**src/rtl/plwd_pkg.sv**
```systemverilog
// Package: register map, field layout, timing and carrier types of the loop supervisor block
`default_nettype none
package plwd_pkg;
  localparam int DATA_W = 16;
  localparam int ADDR_W = 16;
  localparam int CNT_W  = 8;
  localparam int IRQ_W  = 3;

  // Register offsets
  localparam logic [ADDR_W-1:0] ADDR_LOOP_ENABLE = 16'hf003;
  localparam logic [ADDR_W-1:0] ADDR_LOCK_STATUS = 16'hf004;
  localparam logic [ADDR_W-1:0] ADDR_CLOCK_OUTPUT_PIN_CFG  = 16'hf005;
  localparam logic [ADDR_W-1:0] ADDR_SUPV_CTRL   = 16'hf006;
  localparam logic [ADDR_W-1:0] ADDR_IRQ_STATUS  = 16'hf0e0;
  localparam logic [ADDR_W-1:0] ADDR_IRQ_MASK    = 16'hf0e1;

  // Field positions
  localparam int BIT_LOOP_ENABLE = 0;
  localparam int BIT_LOCK        = 0;
  localparam int BIT_OUT_ENABLE  = 0;
  localparam int RATE_LSB        = 1;
  localparam int RATE_MSB        = 2;
  localparam int BIT_SUPV_ENABLE = 0;
  localparam int IRQ_LOCK_GAIN   = 0;
  localparam int IRQ_LOCK_LOSS   = 1;
  localparam int IRQ_SUPV_RESET  = 2;

  // Reset values
  localparam logic [DATA_W-1:0] RST_LOOP_ENABLE = 16'h0000;
  localparam logic [DATA_W-1:0] RST_LOCK_STATUS = 16'h0000;
  localparam logic [DATA_W-1:0] RST_CLOCK_OUTPUT_PIN_CFG  = 16'h0000;
  localparam logic [DATA_W-1:0] RST_SUPV_CTRL   = 16'h0001;
  localparam logic [IRQ_W-1:0]  RST_IRQ         = 3'h0;

  // Timing at 125 MHz
  localparam int SYS_PERIOD_PS  = 8000;
  localparam int LOCK_SETTLE_NS = 1000;
  localparam int SUPV_RESET_NS  = 64;
  localparam int LOCK_SETTLE_CYC_I = (LOCK_SETTLE_NS * 1000 + SYS_PERIOD_PS - 1) / SYS_PERIOD_PS;
  localparam int SUPV_RESET_CYC_I  = (SUPV_RESET_NS * 1000 + SYS_PERIOD_PS - 1) / SYS_PERIOD_PS;
  localparam logic [CNT_W-1:0] LOCK_SETTLE_CYC = CNT_W'(LOCK_SETTLE_CYC_I);
  localparam logic [CNT_W-1:0] SUPV_RESET_CYC  = CNT_W'(SUPV_RESET_CYC_I);
  // System clocks per half period of the times-one output rate
  localparam logic [CNT_W-1:0] REF_HALF_CYC = 8'h30;
  localparam logic [CNT_W-1:0] ONE_CNT      = 8'h01;

  typedef struct packed {
    logic [ADDR_W-1:0] addr;
    logic [DATA_W-1:0] wdata;
    logic              wr;
    logic              rd;
  } plwd_bus_s;

  typedef struct packed {
    logic ref_present;
    logic settings_ok;
    logic settled;
    logic unstable;
  } plwd_loop_s;

  typedef enum logic [1:0] {
    SUPV_WATCH,
    SUPV_RESET,
    SUPV_RETRY
  } plwd_supv_e;

  typedef struct packed {
    logic              enable;
    logic [1:0]        pend_rate;
    logic              pend_oe;
    logic [1:0]        act_rate;
    logic              act_oe;
    logic [1:0]        act_pred;
    logic              supv_en;
    logic              lock;
    logic [CNT_W-1:0]  settle;
    logic [IRQ_W-1:0]  stat;
    logic [IRQ_W-1:0]  mask;
    logic              irq;
    logic [DATA_W-1:0] rd_data;
    logic              oe;
    logic              mclk_prev;
  } plwd_core_s;
endpackage
`default_nettype wire

```
**src/rtl/plwd_div.sv**
```systemverilog
// Tick counting divider: wrap pulse and glitch-free square wave
`default_nettype none
module plwd_div (
  input  wire logic                    i_sys_clk,
  input  wire logic                    i_rst_n,
  input  wire logic                    i_run,
  input  wire logic                    i_tick,
  input  wire logic [plwd_pkg::CNT_W-1:0] i_limit,
  output logic                         o_pulse,
  output logic                         o_wave
);
  import plwd_pkg::*;

  typedef struct packed {
    logic [CNT_W-1:0] cnt;
    logic             pulse;
    logic             wave;
  } plwd_div_s;

  plwd_div_s st_r;
  plwd_div_s st_nxt;
  logic      wrap;

  // Wrap at or past the limit, so a shrinking limit never stretches a phase
  assign wrap = i_tick && (st_r.cnt >= (i_limit - ONE_CNT));

  always_comb begin
    st_nxt       = st_r;
    st_nxt.pulse = 1'b0;
    if (!i_run) begin
      st_nxt.cnt  = '0;
      st_nxt.wave = 1'b0;
    end else if (wrap) begin
      st_nxt.cnt   = '0;
      st_nxt.pulse = 1'b1;
      st_nxt.wave  = ~st_r.wave;
    end else if (i_tick) begin
      st_nxt.cnt = st_r.cnt + ONE_CNT;
    end
  end

  always_ff @(posedge i_sys_clk or negedge i_rst_n) begin
    if (!i_rst_n) begin
      st_r <= '0;
    end else begin
      st_r <= st_nxt;
    end
  end

  assign o_pulse = st_r.pulse;
  assign o_wave  = st_r.wave;
endmodule
`default_nettype wire

```
**src/rtl/plwd_supv.sv**
```systemverilog
// Loop supervisor: resets an unstable loop, then lets it retry
`default_nettype none
module plwd_supv (
  input  wire logic i_sys_clk,
  input  wire logic i_rst_n,
  input  wire logic i_enable,
  input  wire logic i_unstable,
  output logic      o_loop_reset,
  output logic      o_retry
);
  import plwd_pkg::*;

  typedef struct packed {
    plwd_supv_e       state;
    logic [CNT_W-1:0] cnt;
    logic             loop_reset;
    logic             retry;
  } plwd_supv_s;

  plwd_supv_s st_r;
  plwd_supv_s st_nxt;

  always_comb begin
    st_nxt       = st_r;
    st_nxt.retry = 1'b0;
    case (st_r.state)
      SUPV_WATCH: begin
        if (i_enable && i_unstable) begin
          st_nxt.state      = SUPV_RESET;
          st_nxt.cnt        = '0;
          st_nxt.loop_reset = 1'b1;
        end
      end
      SUPV_RESET: begin
        if (st_r.cnt == (SUPV_RESET_CYC - ONE_CNT)) begin
          st_nxt.state      = SUPV_RETRY;
          st_nxt.loop_reset = 1'b0;
          st_nxt.retry      = 1'b1;
        end else begin
          st_nxt.cnt = st_r.cnt + ONE_CNT;
        end
      end
      SUPV_RETRY: begin
        st_nxt.state = SUPV_WATCH;
      end
      default: begin
        st_nxt = '0;
      end
    endcase
  end

  always_ff @(posedge i_sys_clk or negedge i_rst_n) begin
    if (!i_rst_n) begin
      st_r <= '0;
    end else begin
      st_r <= st_nxt;
    end
  end

  assign o_loop_reset = st_r.loop_reset;
  assign o_retry      = st_r.retry;
endmodule
`default_nettype wire

```
**src/rtl/plwd_top.sv**
```systemverilog
// Loop lock status, clock output pin and loop supervisor with register port
//
// Overview of operation
// - Lock status bit 0 reads one when locked.
// - Lock needs clock, settings, enable, settled loop.
// - Output config applies only on enable rising.
// - Rate code picks one, two, four, eight times.
// - Enable bit drives pin, otherwise released.
// - Enabled supervisor resets an unstable loop.
// - After reset, loop retries with same settings.
// - Predivider divides master clock by 1,2,4,8.
// - Loop disabled idles all dependent clocks.
//
// Local design decision: the plain strobed port.
`default_nettype none
module plwd_top (
  input  wire logic                     i_sys_clk,
  input  wire logic                     i_rst_n,
  input  wire plwd_pkg::plwd_bus_s      i_bus,
  output logic [plwd_pkg::DATA_W-1:0]   o_rd_data,
  input  wire plwd_pkg::plwd_loop_s     i_loop,
  input  wire logic [1:0]               i_predivider_code,
  input  wire logic                     i_master_clock_input,
  output logic                          o_loop_reference,
  output logic                          o_loop_reset,
  output logic                          o_loop_locked,
  output logic                          o_clock_output_pin,
  output logic                          o_clock_output_pin_oe,
  output logic                          o_irq
);
  import plwd_pkg::*;

  plwd_core_s       st_r;
  plwd_core_s       st_nxt;
  logic             loop_reset;
  logic             retry;
  logic             ref_pulse;
  logic             clk_wave;
  logic             clk_run;
  logic             mclk_tick;
  logic             qualify;
  logic             enable_rise;
  logic [CNT_W-1:0] pred_limit;
  logic [CNT_W-1:0] clk_limit;
  logic [IRQ_W-1:0] events;
  logic [IRQ_W-1:0] clr;
  logic             wr_enable;
  logic             wr_clock_output_pin;
  logic             wr_supv;
  logic             wr_stat;
  logic             wr_mask;

  assign wr_enable   = i_bus.wr && (i_bus.addr == ADDR_LOOP_ENABLE);
  assign wr_clock_output_pin   = i_bus.wr && (i_bus.addr == ADDR_CLOCK_OUTPUT_PIN_CFG);
  assign wr_supv     = i_bus.wr && (i_bus.addr == ADDR_SUPV_CTRL);
  assign wr_stat     = i_bus.wr && (i_bus.addr == ADDR_IRQ_STATUS);
  assign wr_mask     = i_bus.wr && (i_bus.addr == ADDR_IRQ_MASK);
  assign enable_rise = wr_enable && !st_r.enable && i_bus.wdata[BIT_LOOP_ENABLE];

  // Master clock sampled as a synchronous level; a rising edge is one tick
  assign mclk_tick = i_master_clock_input && !st_r.mclk_prev;

  // Reference from the predivider: one tick per 1, 2, 4 or 8 master edges
  assign pred_limit = ONE_CNT << st_r.act_pred;

  // Half period shrinks by the rate code: x1, x2, x4, x8
  assign clk_limit = REF_HALF_CYC >> st_r.act_rate;
  assign clk_run   = st_r.enable && st_r.act_oe && !loop_reset;

  plwd_div u_prediv (
    .i_sys_clk (i_sys_clk),
    .i_rst_n   (i_rst_n),
    .i_run     (st_r.enable && !loop_reset),
    .i_tick    (mclk_tick),
    .i_limit   (pred_limit),
    .o_pulse   (ref_pulse),
    .o_wave    ()
  );

  plwd_div u_clock_output_pin (
    .i_sys_clk (i_sys_clk),
    .i_rst_n   (i_rst_n),
    .i_run     (clk_run),
    .i_tick    (1'b1),
    .i_limit   (clk_limit),
    .o_pulse   (),
    .o_wave    (clk_wave)
  );

  plwd_supv u_supv (
    .i_sys_clk    (i_sys_clk),
    .i_rst_n      (i_rst_n),
    .i_enable     (st_r.supv_en && st_r.enable),
    .i_unstable   (i_loop.unstable),
    .o_loop_reset (loop_reset),
    .o_retry      (retry)
  );

  // All four lock prerequisites, a stable loop, and no supervisor reset in progress
  assign qualify = st_r.enable && !loop_reset && i_loop.ref_present &&
                   i_loop.settings_ok && i_loop.settled && !i_loop.unstable;

  always_comb begin
    st_nxt           = st_r;
    st_nxt.mclk_prev = i_master_clock_input;
    events           = '0;
    clr              = '0;

    if (wr_enable) begin
      st_nxt.enable = i_bus.wdata[BIT_LOOP_ENABLE];
    end
    if (wr_clock_output_pin) begin
      st_nxt.pend_rate = i_bus.wdata[RATE_MSB:RATE_LSB];
      st_nxt.pend_oe   = i_bus.wdata[BIT_OUT_ENABLE];
    end
    // Staged settings go live only on the enable rising edge
    if (enable_rise) begin
      st_nxt.act_rate = st_r.pend_rate;
      st_nxt.act_oe   = st_r.pend_oe;
      st_nxt.act_pred = i_predivider_code;
    end
    if (wr_supv) begin
      st_nxt.supv_en = i_bus.wdata[BIT_SUPV_ENABLE];
    end
    if (wr_mask) begin
      st_nxt.mask = i_bus.wdata[IRQ_W-1:0];
    end

    // Lock after the loop has stayed qualified for the settle time
    if (!qualify) begin
      st_nxt.settle = '0;
      st_nxt.lock   = 1'b0;
    end else if (st_r.settle == LOCK_SETTLE_CYC) begin
      st_nxt.lock = 1'b1;
    end else begin
      st_nxt.settle = st_r.settle + ONE_CNT;
    end

    events[IRQ_LOCK_GAIN]  = st_nxt.lock && !st_r.lock;
    events[IRQ_LOCK_LOSS]  = !st_nxt.lock && st_r.lock;
    events[IRQ_SUPV_RESET] = retry;
    if (wr_stat) begin
      clr = i_bus.wdata[IRQ_W-1:0];
    end
    // A new event beats a same-cycle clear
    st_nxt.stat = (st_r.stat & ~clr) | events;
    st_nxt.irq  = |(st_nxt.stat & st_nxt.mask);

    // Pin driven only while the live enable bit is one
    st_nxt.oe = st_nxt.act_oe;

    st_nxt.rd_data = '0;
    if (i_bus.rd) begin
      case (i_bus.addr)
        ADDR_LOOP_ENABLE: st_nxt.rd_data[BIT_LOOP_ENABLE] = st_r.enable;
        ADDR_LOCK_STATUS: st_nxt.rd_data[BIT_LOCK] = st_r.lock;
        ADDR_CLOCK_OUTPUT_PIN_CFG: begin
          st_nxt.rd_data[RATE_MSB:RATE_LSB] = st_r.pend_rate;
          st_nxt.rd_data[BIT_OUT_ENABLE]    = st_r.pend_oe;
        end
        ADDR_SUPV_CTRL:  st_nxt.rd_data[BIT_SUPV_ENABLE] = st_r.supv_en;
        ADDR_IRQ_STATUS: st_nxt.rd_data[IRQ_W-1:0] = st_r.stat;
        ADDR_IRQ_MASK:   st_nxt.rd_data[IRQ_W-1:0] = st_r.mask;
        default:         st_nxt.rd_data = '0;
      endcase
    end
  end

  always_ff @(posedge i_sys_clk or negedge i_rst_n) begin
    if (!i_rst_n) begin
      st_r           <= '0;
      st_r.enable    <= RST_LOOP_ENABLE[BIT_LOOP_ENABLE];
      st_r.pend_rate <= RST_CLOCK_OUTPUT_PIN_CFG[RATE_MSB:RATE_LSB];
      st_r.pend_oe   <= RST_CLOCK_OUTPUT_PIN_CFG[BIT_OUT_ENABLE];
      st_r.act_rate  <= RST_CLOCK_OUTPUT_PIN_CFG[RATE_MSB:RATE_LSB];
      st_r.act_oe    <= RST_CLOCK_OUTPUT_PIN_CFG[BIT_OUT_ENABLE];
      st_r.supv_en   <= RST_SUPV_CTRL[BIT_SUPV_ENABLE];
      st_r.lock      <= RST_LOCK_STATUS[BIT_LOCK];
      st_r.stat      <= RST_IRQ;
      st_r.mask      <= RST_IRQ;
    end else begin
      st_r <= st_nxt;
    end
  end

  assign o_rd_data             = st_r.rd_data;
  assign o_loop_reference      = ref_pulse;
  assign o_loop_reset          = loop_reset;
  assign o_loop_locked         = st_r.lock;
  assign o_clock_output_pin    = clk_wave;
  assign o_clock_output_pin_oe = st_r.oe;
  assign o_irq                 = st_r.irq;
endmodule
`default_nettype wire

```
**config.mk**
```make
export PLATFORM = sky130hd
export DESIGN_NAME = plwd_top
export DESIGN_NICKNAME = d
export VERILOG_FILES = /design/src/rtl/plwd_pkg.sv /design/src/rtl/plwd_div.sv /design/src/rtl/plwd_supv.sv /design/src/rtl/plwd_top.sv
export SDC_FILE = /design/constraint.sdc
export NUM_CORES = 1
export LEC_CHECK = 0
export BUFFER_PORTS_ARGS = -buffer_cell sky130_fd_sc_hd__buf_2
export CORE_MARGIN = 2
export CORE_UTILIZATION = 32
export CTS_BUF_LIST = sky130_fd_sc_hd__clkbuf_4
export DETAILED_ROUTE_END_ITERATION = 12
export GPL_TIMING_DRIVEN = 0
export SYNTH_ARGS = -nofsm -noshare
export SYNTH_HDL_FRONTEND = slang
export SYNTH_SLANG_ARGS = --single-unit
```
**constraint.sdc**
```tcl
create_clock -name i_sys_clk -period 2.8 [get_ports i_sys_clk]
set_input_delay 0 -clock i_sys_clk [delete_from_list [all_inputs] [get_ports i_sys_clk]]
set_output_delay 0 -clock i_sys_clk [all_outputs]
set_load 0.03 [all_outputs]
```
After elaboration in Yosys (flattened, before gate mapping). Index checks and enable logic that the tools add are counted.

ROM bits: 0. Input port bits: 43. Memories: 0. Latch bits: 0. Register bits after elaboration: 74. Memory bits (writable): 0. Output and inout port bits: 22. Logic and storage cells: 113.

Bitwise logic cells: 7. Shifts and indexed selects: 2. Add/sub/neg operators: 6. Magnitude comparators: 2. Mux-type cells: 25. $mul: 0. Reductions and logical operators: 31. Equal/unequal tests: 17. Div/mod/pow operators: 0.

Operator list (count): $eq A16 B16 Y1 const B (6); $mux W8 (7); $add A8 B1 Y8 const B (4); $pmux W9 S3 (1); $logic_and A1 B1 Y1 (20); $ge A8 B8 Y1 (2); $sub A8 B1 Y8 const B (2); $mux W11 (1); $mux W3 (3); $mux W9 (1); $eq A8 B3 Y1 const B (1); $eq A8 B7 Y1 const B (1); $ne A2 B2 Y1 const B (4); $shl A1 B2 Y8 const A (1); $shr A6 B2 Y8 const A (1); $and A3 B3 Y3 (2); $logic_not A1 Y1 (6); $mux W1 (6); $mux W2 (3); $pmux W1 S6 (1); $pmux W2 S3 (1); $reduce_and A3 Y1 (2); $ne A2 B1 Y1 const B (2); $pmux W2 S2 (1); 9 further kinds (11).

Depth between registers and ports, before layout.
Word-level depth: 12. Gate-level depth with buffers: 8. Mapped depth without buffers: 8.

Hierarchy. From an unflattened synthesis, not the netlist that was laid out.

Cell total of the unflattened synthesis: 396. Area total of the unflattened synthesis: 3923.8 µm².

Modules (own cells, without submodules): plwd_top (cells each 171, times used 1, area an instance 1760.4 µm², sequential area each 752.0 µm²); plwd_div at u_clock_output_pin (cells each 83, times used 1, area an instance 774.5 µm², sequential area each 250.2 µm²); plwd_div at u_prediv (cells each 83, times used 1, area an instance 770.7 µm², sequential area each 250.2 µm²); plwd_supv (cells each 59, times used 1, area an instance 618.1 µm², sequential area each 300.3 µm²).

Least setup slack after synthesis. No wires, ideal clock.

Path kind: register to register. From: register st_r[39] (netlist name). To: register u_clock_output_pin.st_r, in the netlist u_clock_output_pin.o_wave. Library setup time: 0.125 ns. Arrival time: 1.901 ns. Period minus slack after synthesis: 2.025 ns. Setup slack: 0.775 ns. Path buffers: 0. Stages on the path, launching flop included: 8. Path through: dfrtp_1 inv_1 ha_1 xnor2_1 ha_1 a21oi_1 o21ai_1 mux2_2.

Cells in the longest elaborated chain, start to end: 4.

RTL lines: from (decl) (RTL line plwd_top.sv:33) `plwd_core_s st_r;`; from (signal assigned) (RTL line plwd_top.sv:182) `st_r <= st_nxt;`; $shr A6 B2 Y8 (RTL line plwd_top.sv:67) `assign clk_limit = REF_HALF_CYC >> st_r.act_rate;`; $sub A8 B1 Y8 (RTL line plwd_div.sv:25) `assign wrap = i_tick && (st_r.cnt >= (i_limit - ONE_CNT));`; $ge A8 B8 Y1 (RTL line plwd_div.sv:25); $ne A2 B2 Y1 (no source line); to (signal assigned) (RTL line plwd_div.sv:46) `st_r <= st_nxt;`; to (decl) (RTL line plwd_div.sv:20) `plwd_div_s st_r;`.

No other way between the ends. A chain may end at the register's enable or synchronous reset.

==> results.sh <==
export IMPL_nNetsFinal=464
export IMPL_grtUsageTotal=0.128
export IMPL_ys_seq_area_frac=0.449
export IMPL_synth_top_area_frac=0.442
export IMPL_wl_per_cell_um=12.0
export IMPL_grt_first_pass_wirelength_mm=11.6
export IMPL_r2r_end="o_irq"
export IMPL_holdPathEnd="st_r[22]"
export IMPL_cts_root_buf="clkbuf_4"
export IMPL_clock_sinks=60
export IMPL_fp_dieW_um=106
export IMPL_firstDrtPassIters=4
export IMPL_min_period_over_period=0.836
export IMPL_design_core_area_um2=10200
export IMPL_hold_class="primary input to flop"
export IMPL_clkTransAtPathRegs_ns=0.11
export IMPL_htreeDepth=3
export IMPL_arrival_ns=2.62
export IMPL_synthDistinctLibCells=47
export IMPL_syn_inst=326
export IMPL_tightest_slew_ns=0.761
export IMPL_port_buffers=38
export IMPL_pin_count=65
export IMPL_place_ws_ns=0.503
export IMPL_drive_above_1_share=0.232
export IMPL_grt_pass1_vias=2512
export IMPL_cts_tree="yes"
export IMPL_place_congestion=0.786
export IMPL_grtUsageMet1=0.159
export IMPL_cp_start_kind="flop"
export IMPL_slew_limit_headroom=0.492
export IMPL_grt_max_degree=61
export IMPL_synth_warning_count=0
export IMPL_cts_setup_buffers=0
export IMPL_critPathMaxFanout=10
export IMPL_clock_latency_ns=0.40
export IMPL_synthToLayoutAreaGrowth_pct=20.2
export IMPL_synth_area_leader_cell="dfrtp_1"
export IMPL_start_util=0.327
export IMPL_synth_area_per_cell_um2=10.3
export IMPL_power_density_nw_per_um2=397
export IMPL_r2r_slack_ns=0.46
export IMPL_crit_required_ns=3.08
export IMPL_postCtsResizedCells=0
export IMPL_synthTopCellsByArea="dfrtp_1 (44%), ha_1 (7.5%), mux2_2 (4.7%)"
export IMPL_clk_path_buf_depth=2
export IMPL_synth_edf_count=0
export IMPL_drtIter0Drc=80
export IMPL_holdPathStages=4
export IMPL_top_usage_layer="met2"
export IMPL_grt_use_met2=0.212
export IMPL_crit_type="flop to flop"
export IMPL_synthArstFlopShare=1.00
export IMPL_outcome="finished, final reports clean"
export IMPL_slew_violations=0
export IMPL_die_area_um2=11300
export IMPL_final_setup_tns_ns=0
export IMPL_netlist_area_um2=3340
export IMPL_ys_ff_latch=60
export IMPL_drc=0
export IMPL_reg2reg_depth=5
export IMPL_cts_hold_buffers_added=12
export IMPL_synth_flop_cell="dfrtp_1"
export IMPL_routed_wl_mm=6.49
export IMPL_r2r_start="st_r[43]"
export IMPL_peakVddDrop_mv=0.232
export IMPL_fin_total_pwr_mw=1.59
export IMPL_vias=2542
export IMPL_cellLeakagePower_nw=1.95
export IMPL_period_minus_slack_ns=2.34
export IMPL_ant_nets=0
export IMPL_rsz0062_at_grt="false"
export IMPL_fmax_mhz=427
export IMPL_max_cap_violations=0
export IMPL_grt_ovfl_total=0
export IMPL_grt_use_met3=0.0423
export IMPL_hold_path_startpoint="i_bus[18]"
export IMPL_nFillCells=1019
export IMPL_diodes=0
export IMPL_setup_viol=0
export IMPL_skew_ns=0.0126
export IMPL_rows=37
export IMPL_antenna_found_initial=0
export IMPL_numCtsBuffers=9
export IMPL_cp_end_kind="flop"
export IMPL_vias_per_cell=4.69
export IMPL_dieHeight_um=106
export IMPL_finalHoldViolations=0
export IMPL_hpwl_mm=4.75
export IMPL_finalWorstSetupSlack_ns=0.459
## synth_stat cells (7+ instances only)
| cell type | n |
|---|---|
| nand4_1 | 13 |
| buf_4 | 16 |
| nand3_1 | 14 |
| mux2_2 | 14 |
| ha_1 | 20 |
| o21ai_0 | 8 |
| nor2b_1 | 9 |
| nand2_1 | 22 |
| a21oi_1 | 9 |
| xor2_1 | 14 |
| inv_1 | 18 |
| dfrtp_1 | 59 |
| and3_1 | 7 |
| nor2_1 | 28 |
## per-stage QoR
stage	hold WS, ns	cells	utilization	area, um2
5_1_grt	0.0509	542	0.393	4020
2_1_floorplan	-0.296	340	-	3400
4_1_cts	0.0251	542	0.393	4020
3_3_place_gp	0.137	514	0.367	3760
6_report	0.0702	542	0.393	4020
3_5_place_dp	0.138	514	0.367	3760
## power by group
part | switching [mW] | internal (mW) | leakage (nW)
clock network | 0.325 | 0.282 | 0.0763
logic | 0.0727 | 0.0465 | 1.06
registers | 0.000332 | 0.867 | 0.812
## sequential cells by signal, summed over array words and instances (netlist names), 3 cells and up
signal                   count
u_supv.st_r                 10
st_r                        24
u_clock_output_pin.st_r      8
u_prediv.st_r                8
o_rd_data                    3
## area by class of cell
cell class                 count  area (um2)  share of cell area
inverter                      18        67.6              0.0168
buffer                        19         131              0.0327
clock inverter                 6        65.1              0.0162
tap                          136         170              0.0423
multi-input combinational    243        1690               0.422
timing repair buffer          50         313              0.0778
clock buffer                  10        75.1              0.0187
sequential                    60        1500               0.374
## cell usage in the layout (no fill, tap or decap), drive strengths merged, types with 3 or more instances in the layout
cell type	count
a211oi	6
a21boi	3
a21o	5
a21oi	9
and2	4
and3	7
buf	54
clkbuf	13
clkinv	4
conb	16
dfrtp	59
dlygate4sd3	12
ha	20
inv	18
mux2	15
nand2	22
nand2b	4
nand3	14
nand4	13
nand4b	4
nor2	28
nor2b	9
nor4	5
o21ai	9
or2	3
or4	4
xnor2	6
xor2	14
## layer usage
metal / up-vias / wire length, um
li1: 1278 / -
met2: 36 / 3140
met5: - / 0
met1: 1222 / 3060
met3: 6 / 211
met4: 0 / 82
## critical path, stage by stage, from the launching register on
cell	delay (ns)
dfrtp_1	0.49
nor2b_1	0.58
nand4_1	0.26
clkbuf_1	0.28
a22o_1	0.26
a221o_1	0.35
## cells by family (layout without fill, tap and decap cells)
logic type,count (synthesis),after routing,share of synthesized area
adder cells (fa/ha/maj),20,20,0.0749
flip-flops,60,60,0.449
multiplexers,17,17,0.0565
buffers and inverters,37,103,0.0595
other,2,16,0.00225
AND/OR/NAND/NOR,126,126,0.217
XOR/XNOR,20,20,0.0524
AO/OA/AOI/OAI,44,44,0.0876
## worst max path at each step
stage          startpoint                   endpoint  slack, ns  cells after the start
6_report         st_r[43]                      o_irq       0.46                      5
5_1_grt          st_r[43]                      o_irq       0.32                      5
4_1_cts          st_r[43]                      o_irq       0.46                      5
3_5_place_dp     st_r[43]                      o_irq       0.50                      5
3_3_place_gp     st_r[43]                      o_irq       0.50                      5
2_1_floorplan    st_r[39]  u_clock_output_pin.o_wave       0.77                      7
(Power assumes the default switching activity.)
